File: config.mk
export PLATFORM = sky130hd
export DESIGN_NAME = pcc_common_cfg
export DESIGN_NICKNAME = d
export VERILOG_FILES = /design/src/logic/pcc_pkg.sv /design/src/logic/pcc_common_cfg.sv
export VERILOG_INCLUDE_DIRS = /design/src /design/src/logic
export SDC_FILE = /design/constraint.sdc
export NUM_CORES = 2
export LEC_CHECK = 0
export ABC_AREA = 0
export BUFFER_PORTS_ARGS = -buffer_cell sky130_fd_sc_hd__buf_2
export CAP_MARGIN = 10
export CORE_AREA = 5 5 468 470
export DETAILED_ROUTE_END_ITERATION = 8
export DIE_AREA = 0 0 473 475
export PLACE_DENSITY_LB_ADDON = 0.3
export REMOVE_ABC_BUFFERS = 1
export SYNTH_ARGS = -nofsm -noshare
export SYNTH_HDL_FRONTEND = slang
export SYNTH_SLANG_ARGS = --single-unit
File: constraint.sdc
create_clock -name sys_clk -period 30.2 [get_ports sys_clk]
set_clock_uncertainty 0.2 [all_clocks]
set_input_delay 1.51 -clock sys_clk [delete_from_list [all_inputs] [get_ports sys_clk]]
set_output_delay 1.51 -clock sys_clk [all_outputs]
set_load 0.005 [all_outputs]
File: src/logic/pcc_cfg.svh
`ifndef PCC_CFG_SVH
`define PCC_CFG_SVH

// ----------------------------------------------------------------
// Sizes
// ----------------------------------------------------------------
`define PCC_NUM_QUEUES     4
`define PCC_QIDX_W         2
`define PCC_QUEUE_MAX      16'h0100
`define PCC_ADDR_W         12

// ----------------------------------------------------------------
// Capability constants
// ----------------------------------------------------------------
`define PCC_CAP_VENDOR     8'h09
`define PCC_TYPE_COMMON    8'h01
`define PCC_TYPE_NOTIFY    8'h02
`define PCC_TYPE_INT_STAT  8'h03
`define PCC_TYPE_DEVICE    8'h04
`define PCC_TYPE_CFG_ACC   8'h05
`define PCC_TYPE_SHMEM     8'h08
`define PCC_BAR_FIRST      8'h10
`define PCC_CAP0_PTR       8'h40
`define PCC_CAP1_PTR       8'h50
`define PCC_CAP0_LEN       8'h10
`define PCC_CAP1_LEN       8'h18
`define PCC_CAP_NEXT_END   8'h00
`define PCC_COMMON_BAR     8'h00
`define PCC_COMMON_OFS     32'h0000_0000
`define PCC_COMMON_LEN     32'h0000_0038
`define PCC_SHMEM_BAR      8'h02
`define PCC_SHMEM_TAG      8'h00
`define PCC_SHMEM_OFS_LO   32'h0000_0000
`define PCC_SHMEM_OFS_HI   32'h0000_0001
`define PCC_SHMEM_LEN_LO   32'h0000_0000
`define PCC_SHMEM_LEN_HI   32'h0000_0001
`define PCC_REVISION       8'h00

// ----------------------------------------------------------------
// Configuration header word offsets (bytes)
// ----------------------------------------------------------------
`define PCC_HDR_IDS        12'h000
`define PCC_HDR_REV        12'h008
`define PCC_HDR_SUBSYS     12'h02c
`define PCC_HDR_CAPPTR     12'h034

// ----------------------------------------------------------------
// Common configuration word offsets (bytes)
// ----------------------------------------------------------------
`define PCC_OFS_OFF_SEL    12'h000
`define PCC_OFS_OFF_BITS   12'h004
`define PCC_OFS_ACC_SEL    12'h008
`define PCC_OFS_ACC_BITS   12'h00c
`define PCC_OFS_VEC_NUMQ   12'h010
`define PCC_OFS_STAT_QSEL  12'h014
`define PCC_OFS_QSIZE_VEC  12'h018
`define PCC_OFS_QEN_NOTE   12'h01c
`define PCC_OFS_DESC_LO    12'h020
`define PCC_OFS_DESC_HI    12'h024
`define PCC_OFS_HRING_LO   12'h028
`define PCC_OFS_HRING_HI   12'h02c
`define PCC_OFS_URING_LO   12'h030
`define PCC_OFS_URING_HI   12'h034

`endif

File: src/logic/pcc_pkg.sv
package pcc_pkg;

  // ----------------------------------------------------------------
  // Access request and answer
  // ----------------------------------------------------------------
  typedef struct packed {
    logic        valid;   // Access strobe, one cycle
    logic        write;   // 1 write, 0 read
    logic [11:0] addr;    // Byte address, word aligned
    logic [3:0]  be;      // Byte lanes, lane 0 is lowest byte
    logic [31:0] wdata;   // Little-endian write word
  } pcc_acc_t;

  typedef struct packed {
    logic        valid;   // Read answer strobe, one cycle
    logic [31:0] rdata;   // Little-endian read word
  } pcc_rsp_t;

  // ----------------------------------------------------------------
  // Per-queue settings
  // ----------------------------------------------------------------
  typedef struct packed {
    logic [15:0] depth;
    logic [15:0] vector;
    logic        active;
    logic [63:0] desc_addr;
    logic [63:0] host_ring;
    logic [63:0] used_ring;
  } pcc_queue_t;

endpackage : pcc_pkg

File: src/logic/pcc_common_cfg.sv
// Behaviour
// RL1: Transitional ids: revision zero, fixed ranges
// RL2: Multi-byte fields stored little-endian
// RL3: 64-bit fields as low then high words
// RL4: Host uses width-matched aligned accesses
// RL5: 64-bit halves accessed independently
// RL6: Capability starts vendor code, next link
// RL7: Structure type codes 1-5 and 8
// RL8: Capability length covers all its data
// RL9: BAR index 0..5 from offset 10h
// RL10: Host skips reserved type or index
// RL11: Host tolerates oversized lengths
// RL12: Host never writes capability fields; the testbench writes the word at 40h once to check that the write is ignored
// RL13: Wide capability appends offset, length highs
// RL14: Offered bits banked by selector
// RL15: Accepted bits banked by own selector
// RL16: Queue count read-only
// RL17: Writing zero status resets device
// RL18: Generation changes on configuration change
// RL19: Queue selector steers per-queue fields
// RL20: Queue depth resets to maximum; zero absent
// RL21: Enable reads 1/0; disabled queues idle
// RL22: Host writes three ring addresses
// RL23: Offered banks beyond defined read zero
// RL24: Status reads zero after reset
// RL25: Every queue enable zero on reset
// RL26: Independent per-queue copies; RO writes ignored
`timescale 1ns/1ns
`include "pcc_cfg.svh"

module pcc_common_cfg #(
  parameter logic [15:0] VENDOR_CODE  = 16'h5a5a,  // Arbitrary value
  parameter logic [15:0] DEVICE_CODE  = 16'h1010,  // Arbitrary, inside transitional range
  parameter logic [15:0] SUBSYS_VEND  = 16'h5a5a,  // Arbitrary value
  parameter logic [15:0] DEVICE_TYPE  = 16'h0010   // Arbitrary device-type number
) (
  input  wire logic                                       sys_clk,
  input  wire logic                                       rst,
  input  wire logic                                       ce,
  input  wire pcc_pkg::pcc_acc_t                          cfg_req,
  input  wire pcc_pkg::pcc_acc_t                          bar_req,
  input  wire logic [63:0]                                offered_features,
  input  wire logic                                       devcfg_changed,
  input  wire logic                                       devcfg_read,
  output pcc_pkg::pcc_rsp_t                               cfg_rsp,
  output pcc_pkg::pcc_rsp_t                               bar_rsp,
  output logic [63:0]                                     accepted_features,
  output logic [7:0]                                      status_byte,
  output logic [7:0]                                      generation,
  output logic                                            dev_reset,
  output pcc_pkg::pcc_queue_t [`PCC_NUM_QUEUES-1:0]       queue_cfg,
  output logic [`PCC_NUM_QUEUES-1:0]                      queue_enabled
);

  localparam int NQ = `PCC_NUM_QUEUES;

  // ----------------------------------------------------------------
  // Helpers
  // ----------------------------------------------------------------

  // Merge written byte lanes into an old word, lane 0 is lowest byte
  function automatic logic [31:0] lane_merge(input logic [31:0] old_w,
                                             input logic [31:0] new_w,
                                             input logic [3:0]  be);
    logic [31:0] r;
    r = old_w;
    for (int i = 0; i < 4; i++) begin
      if (be[i]) begin
        r[8*i +: 8] = new_w[8*i +: 8];  // see RL2
      end
    end
    return r;
  endfunction : lane_merge

  // Pick the 32-bit group of a 64-bit feature set, zero past group 1
  function automatic logic [31:0] bank_pick(input logic [63:0] bits,
                                            input logic [31:0] sel);
    logic [31:0] r;
    r = 32'h0000_0000;
    if (sel == 32'h0000_0000) begin
      r = bits[31:0];  // see RL14
    end else if (sel == 32'h0000_0001) begin
      r = bits[63:32];  // see RL14
    end
    return r;  // see RL23
  endfunction : bank_pick

  // ----------------------------------------------------------------
  // Common configuration state
  // ----------------------------------------------------------------
  logic [31:0]            off_sel_ff;       // Offered bank selector
  logic [31:0]            nxt_off_sel;
  logic [31:0]            acc_sel_ff;       // Accepted bank selector
  logic [31:0]            nxt_acc_sel;
  logic [63:0]            acc_bits_ff;      // Accepted feature bits
  logic [63:0]            nxt_acc_bits;
  logic [15:0]            cfg_vec_ff;       // Configuration change vector
  logic [15:0]            nxt_cfg_vec;
  logic [7:0]             status_ff;        // Host status byte
  logic [7:0]             nxt_status;
  logic [7:0]             gen_ff;           // Configuration change counter
  logic [7:0]             nxt_gen;
  logic                   chg_pend_ff;      // Change seen, not yet counted
  logic                   nxt_chg_pend;
  logic [15:0]            qsel_ff;          // Queue index selector
  logic [15:0]            nxt_qsel;
  logic                   dev_rst_ff;       // Soft reset pulse
  logic                   nxt_dev_rst;
  pcc_pkg::pcc_queue_t    q_ff  [NQ];       // Per-queue copies
  pcc_pkg::pcc_queue_t    nxt_q [NQ];

  // Selected queue decode
  logic                   q_ok;             // Selector names an existing queue
  logic [`PCC_QIDX_W-1:0] q_idx;            // Index into the copies
  logic [31:0]            cur_w;            // Current value of addressed word
  logic [31:0]            mrg_w;            // Word after byte-lane merge
  logic                   bar_wr;           // Write strobe on the BAR port

  assign q_ok   = (qsel_ff < 16'(NQ));  // see RL19
  assign q_idx  = qsel_ff[`PCC_QIDX_W-1:0];
  assign bar_wr = bar_req.valid && bar_req.write;

  // Current content of the word the BAR port addresses
  always_comb begin
    cur_w = 32'h0000_0000;
    unique case (bar_req.addr)
      `PCC_OFS_OFF_SEL:   cur_w = off_sel_ff;
      `PCC_OFS_OFF_BITS:  cur_w = bank_pick(offered_features, off_sel_ff);  // see RL14
      `PCC_OFS_ACC_SEL:   cur_w = acc_sel_ff;
      `PCC_OFS_ACC_BITS:  cur_w = bank_pick(acc_bits_ff, acc_sel_ff);       // see RL15
      `PCC_OFS_VEC_NUMQ:  cur_w = {16'(NQ), cfg_vec_ff};                    // see RL16
      `PCC_OFS_STAT_QSEL: cur_w = {qsel_ff, gen_ff, status_ff};
      `PCC_OFS_QSIZE_VEC: begin
        if (q_ok) begin
          cur_w = {q_ff[q_idx].vector, q_ff[q_idx].depth};  // see RL20
        end
      end
      `PCC_OFS_QEN_NOTE: begin
        if (q_ok) begin
          // Doorbell index equals queue number
          cur_w = {qsel_ff, 15'h0000, q_ff[q_idx].active};  // see RL21
        end
      end
      `PCC_OFS_DESC_LO:   if (q_ok) cur_w = q_ff[q_idx].desc_addr[31:0];   // see RL3
      `PCC_OFS_DESC_HI:   if (q_ok) cur_w = q_ff[q_idx].desc_addr[63:32];
      `PCC_OFS_HRING_LO:  if (q_ok) cur_w = q_ff[q_idx].host_ring[31:0];
      `PCC_OFS_HRING_HI:  if (q_ok) cur_w = q_ff[q_idx].host_ring[63:32];
      `PCC_OFS_URING_LO:  if (q_ok) cur_w = q_ff[q_idx].used_ring[31:0];
      `PCC_OFS_URING_HI:  if (q_ok) cur_w = q_ff[q_idx].used_ring[63:32];
      default:            cur_w = 32'h0000_0000;
    endcase
  end

  assign mrg_w = lane_merge(cur_w, bar_req.wdata, bar_req.be);

  // ----------------------------------------------------------------
  // Next state of the common configuration
  // ----------------------------------------------------------------
  always_comb begin
    nxt_off_sel  = off_sel_ff;
    nxt_acc_sel  = acc_sel_ff;
    nxt_acc_bits = acc_bits_ff;
    nxt_cfg_vec  = cfg_vec_ff;
    nxt_status   = status_ff;
    nxt_qsel     = qsel_ff;
    nxt_dev_rst  = 1'b0;
    nxt_q        = q_ff;
    // Count a change only when the host reads after it; a new change wins
    nxt_gen      = gen_ff;
    nxt_chg_pend = chg_pend_ff || devcfg_changed;
    if (devcfg_read && chg_pend_ff) begin
      nxt_gen      = gen_ff + 8'h01;     // see RL18
      nxt_chg_pend = devcfg_changed;     // see RL18
    end
    // Host writes, each word decoded once
    if (bar_wr) begin
      unique case (bar_req.addr)
        `PCC_OFS_OFF_SEL:  nxt_off_sel = mrg_w;
        `PCC_OFS_ACC_SEL:  nxt_acc_sel = mrg_w;
        `PCC_OFS_ACC_BITS: begin
          // Only bits on offer are kept
          if (acc_sel_ff == 32'h0000_0000) begin
            nxt_acc_bits[31:0] = mrg_w & offered_features[31:0];    // see RL15
          end else if (acc_sel_ff == 32'h0000_0001) begin
            nxt_acc_bits[63:32] = mrg_w & offered_features[63:32];  // see RL15
          end
        end
        `PCC_OFS_VEC_NUMQ:  nxt_cfg_vec = mrg_w[15:0];   // see RL26
        `PCC_OFS_STAT_QSEL: begin
          nxt_qsel = mrg_w[31:16];                       // see RL19
          if (bar_req.be[0]) begin
            nxt_status = mrg_w[7:0];
            if (mrg_w[7:0] == 8'h00) begin
              nxt_dev_rst = 1'b1;                        // see RL17
            end
          end
        end
        `PCC_OFS_QSIZE_VEC: begin
          if (q_ok) begin
            nxt_q[q_idx].depth  = mrg_w[15:0];           // see RL20
            nxt_q[q_idx].vector = mrg_w[31:16];
          end
        end
        `PCC_OFS_QEN_NOTE: begin
          // Doorbell half is read-only
          if (q_ok && bar_req.be[0]) begin
            nxt_q[q_idx].active = mrg_w[0];              // see RL26
          end
        end
        `PCC_OFS_DESC_LO:  if (q_ok) nxt_q[q_idx].desc_addr[31:0]  = mrg_w;  // see RL5
        `PCC_OFS_DESC_HI:  if (q_ok) nxt_q[q_idx].desc_addr[63:32] = mrg_w;  // see RL5
        `PCC_OFS_HRING_LO: if (q_ok) nxt_q[q_idx].host_ring[31:0]  = mrg_w;  // see RL22
        `PCC_OFS_HRING_HI: if (q_ok) nxt_q[q_idx].host_ring[63:32] = mrg_w;
        `PCC_OFS_URING_LO: if (q_ok) nxt_q[q_idx].used_ring[31:0]  = mrg_w;
        `PCC_OFS_URING_HI: if (q_ok) nxt_q[q_idx].used_ring[63:32] = mrg_w;
        default: begin
          // Read-only or unmapped words ignore writes
          nxt_status = status_ff;                        // see RL26
        end
      endcase
    end
    // Zero status returns everything but the generation count and its pending change to reset values
    if (nxt_dev_rst) begin
      nxt_off_sel  = 32'h0000_0000;
      nxt_acc_sel  = 32'h0000_0000;
      nxt_acc_bits = 64'h0;
      nxt_cfg_vec  = 16'h0000;
      nxt_status   = 8'h00;                              // see RL24
      nxt_qsel     = 16'h0000;
      for (int i = 0; i < NQ; i++) begin
        nxt_q[i]        = '0;
        nxt_q[i].depth  = `PCC_QUEUE_MAX;                // see RL20
        nxt_q[i].active = 1'b0;                          // see RL25
      end
    end
  end

  // ----------------------------------------------------------------
  // Register the common configuration
  // ----------------------------------------------------------------
  always_ff @(posedge sys_clk or posedge rst) begin
    if (rst) begin
      off_sel_ff  <= 32'h0000_0000;
      acc_sel_ff  <= 32'h0000_0000;
      acc_bits_ff <= 64'h0;
      cfg_vec_ff  <= 16'h0000;
      status_ff   <= 8'h00;
      gen_ff      <= 8'h00;
      chg_pend_ff <= 1'b0;
      qsel_ff     <= 16'h0000;
      dev_rst_ff  <= 1'b0;
      for (int i = 0; i < NQ; i++) begin
        q_ff[i]        <= '0;
        q_ff[i].depth  <= `PCC_QUEUE_MAX;                // see RL20
        q_ff[i].active <= 1'b0;                          // see RL25
      end
    end else if (ce) begin
      off_sel_ff  <= nxt_off_sel;
      acc_sel_ff  <= nxt_acc_sel;
      acc_bits_ff <= nxt_acc_bits;
      cfg_vec_ff  <= nxt_cfg_vec;
      status_ff   <= nxt_status;
      gen_ff      <= nxt_gen;
      chg_pend_ff <= nxt_chg_pend;
      qsel_ff     <= nxt_qsel;
      dev_rst_ff  <= nxt_dev_rst;
      q_ff        <= nxt_q;
    end
  end

  // ----------------------------------------------------------------
  // Configuration space capability words
  // ----------------------------------------------------------------
  logic [31:0] cfg_w;   // Word addressed on the configuration port

  // Read-only header and capability chain; writes are ignored
  always_comb begin
    cfg_w = 32'h0000_0000;
    unique case (cfg_req.addr)
      `PCC_HDR_IDS:    cfg_w = {DEVICE_CODE, VENDOR_CODE};          // see RL1
      `PCC_HDR_REV:    cfg_w = {24'h000000, `PCC_REVISION};         // see RL1
      `PCC_HDR_SUBSYS: cfg_w = {DEVICE_TYPE, SUBSYS_VEND};          // see RL1
      `PCC_HDR_CAPPTR: cfg_w = {24'h000000, `PCC_CAP0_PTR};
      // Common configuration locator
      {4'h0, `PCC_CAP0_PTR}: cfg_w = {`PCC_TYPE_COMMON, `PCC_CAP0_LEN,
                                      `PCC_CAP1_PTR, `PCC_CAP_VENDOR};  // see RL6
      {4'h0, `PCC_CAP0_PTR} + 12'h004: cfg_w = {16'h0000, 8'h00, `PCC_COMMON_BAR};  // see RL9
      {4'h0, `PCC_CAP0_PTR} + 12'h008: cfg_w = `PCC_COMMON_OFS;
      {4'h0, `PCC_CAP0_PTR} + 12'h00c: cfg_w = `PCC_COMMON_LEN;     // see RL8
      // Wide locator for a shared memory region
      {4'h0, `PCC_CAP1_PTR}: cfg_w = {`PCC_TYPE_SHMEM, `PCC_CAP1_LEN,
                                      `PCC_CAP_NEXT_END, `PCC_CAP_VENDOR};  // see RL7
      {4'h0, `PCC_CAP1_PTR} + 12'h004: cfg_w = {16'h0000, `PCC_SHMEM_TAG, `PCC_SHMEM_BAR};
      {4'h0, `PCC_CAP1_PTR} + 12'h008: cfg_w = `PCC_SHMEM_OFS_LO;
      {4'h0, `PCC_CAP1_PTR} + 12'h00c: cfg_w = `PCC_SHMEM_LEN_LO;
      {4'h0, `PCC_CAP1_PTR} + 12'h010: cfg_w = `PCC_SHMEM_OFS_HI;   // see RL13
      {4'h0, `PCC_CAP1_PTR} + 12'h014: cfg_w = `PCC_SHMEM_LEN_HI;   // see RL13
      default:         cfg_w = 32'h0000_0000;
    endcase
  end

  // ----------------------------------------------------------------
  // Read answers
  // ----------------------------------------------------------------
  pcc_pkg::pcc_rsp_t cfg_rsp_ff;    // Configuration port answer
  pcc_pkg::pcc_rsp_t nxt_cfg_rsp;
  pcc_pkg::pcc_rsp_t bar_rsp_ff;    // BAR port answer
  pcc_pkg::pcc_rsp_t nxt_bar_rsp;

  // Answer one cycle after each read strobe
  always_comb begin
    nxt_cfg_rsp.valid = cfg_req.valid && !cfg_req.write;
    nxt_cfg_rsp.rdata = nxt_cfg_rsp.valid ? cfg_w : 32'h0000_0000;
    nxt_bar_rsp.valid = bar_req.valid && !bar_req.write;
    nxt_bar_rsp.rdata = nxt_bar_rsp.valid ? cur_w : 32'h0000_0000;
  end

  always_ff @(posedge sys_clk or posedge rst) begin
    if (rst) begin
      cfg_rsp_ff <= '0;
      bar_rsp_ff <= '0;
    end else if (ce) begin
      cfg_rsp_ff <= nxt_cfg_rsp;
      bar_rsp_ff <= nxt_bar_rsp;
    end
  end

  // ----------------------------------------------------------------
  // Outputs
  // ----------------------------------------------------------------
  assign cfg_rsp           = cfg_rsp_ff;
  assign bar_rsp           = bar_rsp_ff;
  assign accepted_features = acc_bits_ff;
  assign status_byte       = status_ff;
  assign generation        = gen_ff;
  assign dev_reset         = dev_rst_ff;

  // Device logic may only serve queues whose enable is set
  always_comb begin
    for (int i = 0; i < NQ; i++) begin
      queue_cfg[i]     = q_ff[i];
      queue_enabled[i] = q_ff[i].active;  // see RL21
    end
  end

endmodule : pcc_common_cfg

==> results.sh <==
export IMPL_layout_drive_gt1_share=0.381
export IMPL_timing_fmax_mhz=135
export IMPL_rsz0062_at_grt="false"
export IMPL_slew_viol_final=0
export IMPL_grt_pass1_wl_um=453000
export IMPL_syn_area_mm2=0.0522
export IMPL_p_per_area_mw_per_mm2=51.5
export IMPL_maxCapViolCount=0
export IMPL_wl_per_cell_um=42.6
export IMPL_synth_area_leaders="dfrtp_1 (54%), a22o_1 (9.7%), mux4_2 (9.7%)"
export IMPL_cp_max_fo=36
export IMPL_required_ns=30.68
export IMPL_start_kind="flip-flop"
export IMPL_yosysTopAreaCell="dfrtp_1"
export IMPL_yosysMostFrequentCell="dfrtp_1"
export IMPL_synth_async_reset_ratio=1.00
export IMPL_post_cts_buffers=0
export IMPL_cts_sinks=1124
export IMPL_portBuffers=1166
export IMPL_arrival_ns=7.88
export IMPL_ys_top_cells_by_count="dfrtp_1 (1120), a22o_1 (579), o2bb2ai_1 (321)"
export IMPL_design_core_area_mm2=0.214
export IMPL_cts_hold_buffers=0
export IMPL_slew_headroom=0.110
export IMPL_yosysSeqAreaShare=0.539
export IMPL_gp_routability_congestion=0.923
export IMPL_synth_top_area_frac=0.537
export IMPL_avgViaCountPerCell=5.97
export IMPL_hold_violations=0
export IMPL_drc=0
export IMPL_synth_cell_types=76
export IMPL_peakVddDrop_v=0.0000589
export IMPL_clkTransAtPathRegs_ns=0.06
export IMPL_fin_ws_ns=22.80
export IMPL_grt_pass1_vias=47400
export IMPL_timing_hold_ws_ns=0.305
export IMPL_max_slew_worst_pin_slew_ns=1.33
export IMPL_run_status="complete, no violations"
export IMPL_areaGrowthSynthToFinish_pct=25.6
export IMPL_post_route_util=0.306
export IMPL_synth_edff_count=0
export IMPL_antenna_left=0
export IMPL_yosysWarningCount=0
export IMPL_grt_overflow=0
export IMPL_dieArea_mm2=0.225
export IMPL_grt_max_degree=171
export IMPL_setup_violations=0
export IMPL_die_h_um=475
export IMPL_numPlacedInstances=7815
export IMPL_ctsResizeCount=0
export IMPL_insertion_delay_ns=0.83
export IMPL_fin_nets=5291
export IMPL_dr_first_iter_drc_count=6301
export IMPL_clock_root_buffer="clkbuf_16"
export IMPL_final_cells=8079
export IMPL_cts_buffers=139
export IMPL_dr_pass1_iters=8
export IMPL_tns_ns=0
export IMPL_critPathKind="flip-flop to flip-flop"
export IMPL_synthCells=4115
export IMPL_ys_ff_latch=1124
export IMPL_wirelength_um=344000
export IMPL_place_hpwl_um=246000
export IMPL_ios=1220
export IMPL_min_period_over_period=0.245
export IMPL_end_kind="flip-flop"
export IMPL_p_leak_nw=31.3
export IMPL_clock_path_buffers=3
export IMPL_cts_tree="done"
export IMPL_htreeDepth=4
export IMPL_num_vias=48200
export IMPL_die_w_um=473
export IMPL_ys_flop_type="dfrtp_1"
export IMPL_start_util=0.244
export IMPL_hold_path_class="flip-flop to flip-flop"
export IMPL_antenna_found_initial=37
export IMPL_fp_row_count=170
export IMPL_fin_crit_ns=7.40
export IMPL_track_usage=0.296
export IMPL_pre_cts_slack_ns=22.01
export IMPL_syn_avg_cell_area_um2=12.7
export IMPL_fillCellCount=22000
[metrics by stage]
step           total power, mW  area (um2)
2_1_floorplan             1.59       50000
3_3_place_gp              1.65       60800
3_5_place_dp              1.65       60800
4_1_cts                   3.40       65500
5_1_grt                   3.47       65600
6_report                  3.38       65600
[path summary, 6_finish.rpt]
kind                           startpoint               endpoint  slack [ns]  depth (start not counted)
max                            qsel_ff[1]          cfg_vec_ff[0]       22.80                         11
min                        queue_cfg[681]         queue_cfg[681]        0.31                          1
max reg2reg                    qsel_ff[1]          cfg_vec_ff[0]       22.80                         11
min reg2reg                queue_cfg[681]         queue_cfg[681]        0.31                          1
max in group asynchronous             rst         queue_cfg[786]       23.77                          8
min in group asynchronous             rst  accepted_features[51]        0.66                          2
[routing by layer]
layer,up-vias,share of wire,routed length [um],GRT usage
met2,3922,0.44,152000,0.450
li1,18000,-,-,-
met4,16,0.066,22800,0.164
met1,25400,0.37,127000,0.355
met3,900,0.13,43400,0.123
met5,-,0.00028,97,0
[worst max-delay path: stages, from the launching register on]
cell      delay [ns]
dfrtp_4         0.82
buf_4           0.58
buf_4           0.67
mux4_2          0.65
a222oi_1        0.30
a41o_1          0.42
nand4_1         0.34
o22ai_2         0.70
nand4_1         0.77
buf_4           0.49
nand2_1         0.70
mux2_2          0.42
[placed cells by master, fill, tap and decap left out, types with 25 or more instances in the layout]
master	instances
nor2_1	64
a22oi_1	94
buf_2	1166
dfrtp_1	1117
clkbuf_16	140
o21ai_0	119
mux2_2	135
clkbuf_1	30
inv_1	54
clkbuf_8	29
mux2i_1	38
o2bb2ai_1	321
o21ai_1	27
nand3_1	120
nand2_1	260
mux4_2	225
a22o_1	579
nor4_1	25
nor3_1	27
buf_4	133
and3_1	30
and2_1	78
nand4_1	44
a21oi_1	34
[power breakdown]
part	switching (mW)	internal [mW]	total [mW]
combinational	0.0880	0.0225	0.110
sequential	0.00606	1.51	1.52
clock	0.731	1.02	1.75
total	0.825	2.56	3.38
[final cells by class]
cell class                 count  area, um2  area share
clock buffer                 199       4020      0.0612
timing repair buffer        1305       6910       0.105
multi-input combinational   2495      22100       0.336
clock inverter                48        662      0.0101
tap                         2838       3550      0.0541
antenna                       14       35.0    0.000534
sequential                  1124      28100       0.429
inverter                      56        218     0.00332
[logic make-up after synthesis]
kind of cell    share of synthesized area
compound gates                      0.206
simple gates                       0.0716
fa+ha+maj                        0.000240
buf+inv                            0.0468
flops                               0.539
other cells                     0.0000718
mux                                 0.135
xor+xnor                          0.00134
[sequential cells by signal (all words and copies together), names as in the netlist]
register / cells
queue_cfg: 900
accepted_features: 64
bar_rsp: 33
acc_sel_ff: 32
off_sel_ff: 32
cfg_vec_ff: 16
qsel_ff: 16
cfg_rsp: 13
generation: 8
status_byte: 8
chg_pend_ff: 1
dev_reset: 1
Note: power is estimated with default switching activity, not from simulation.
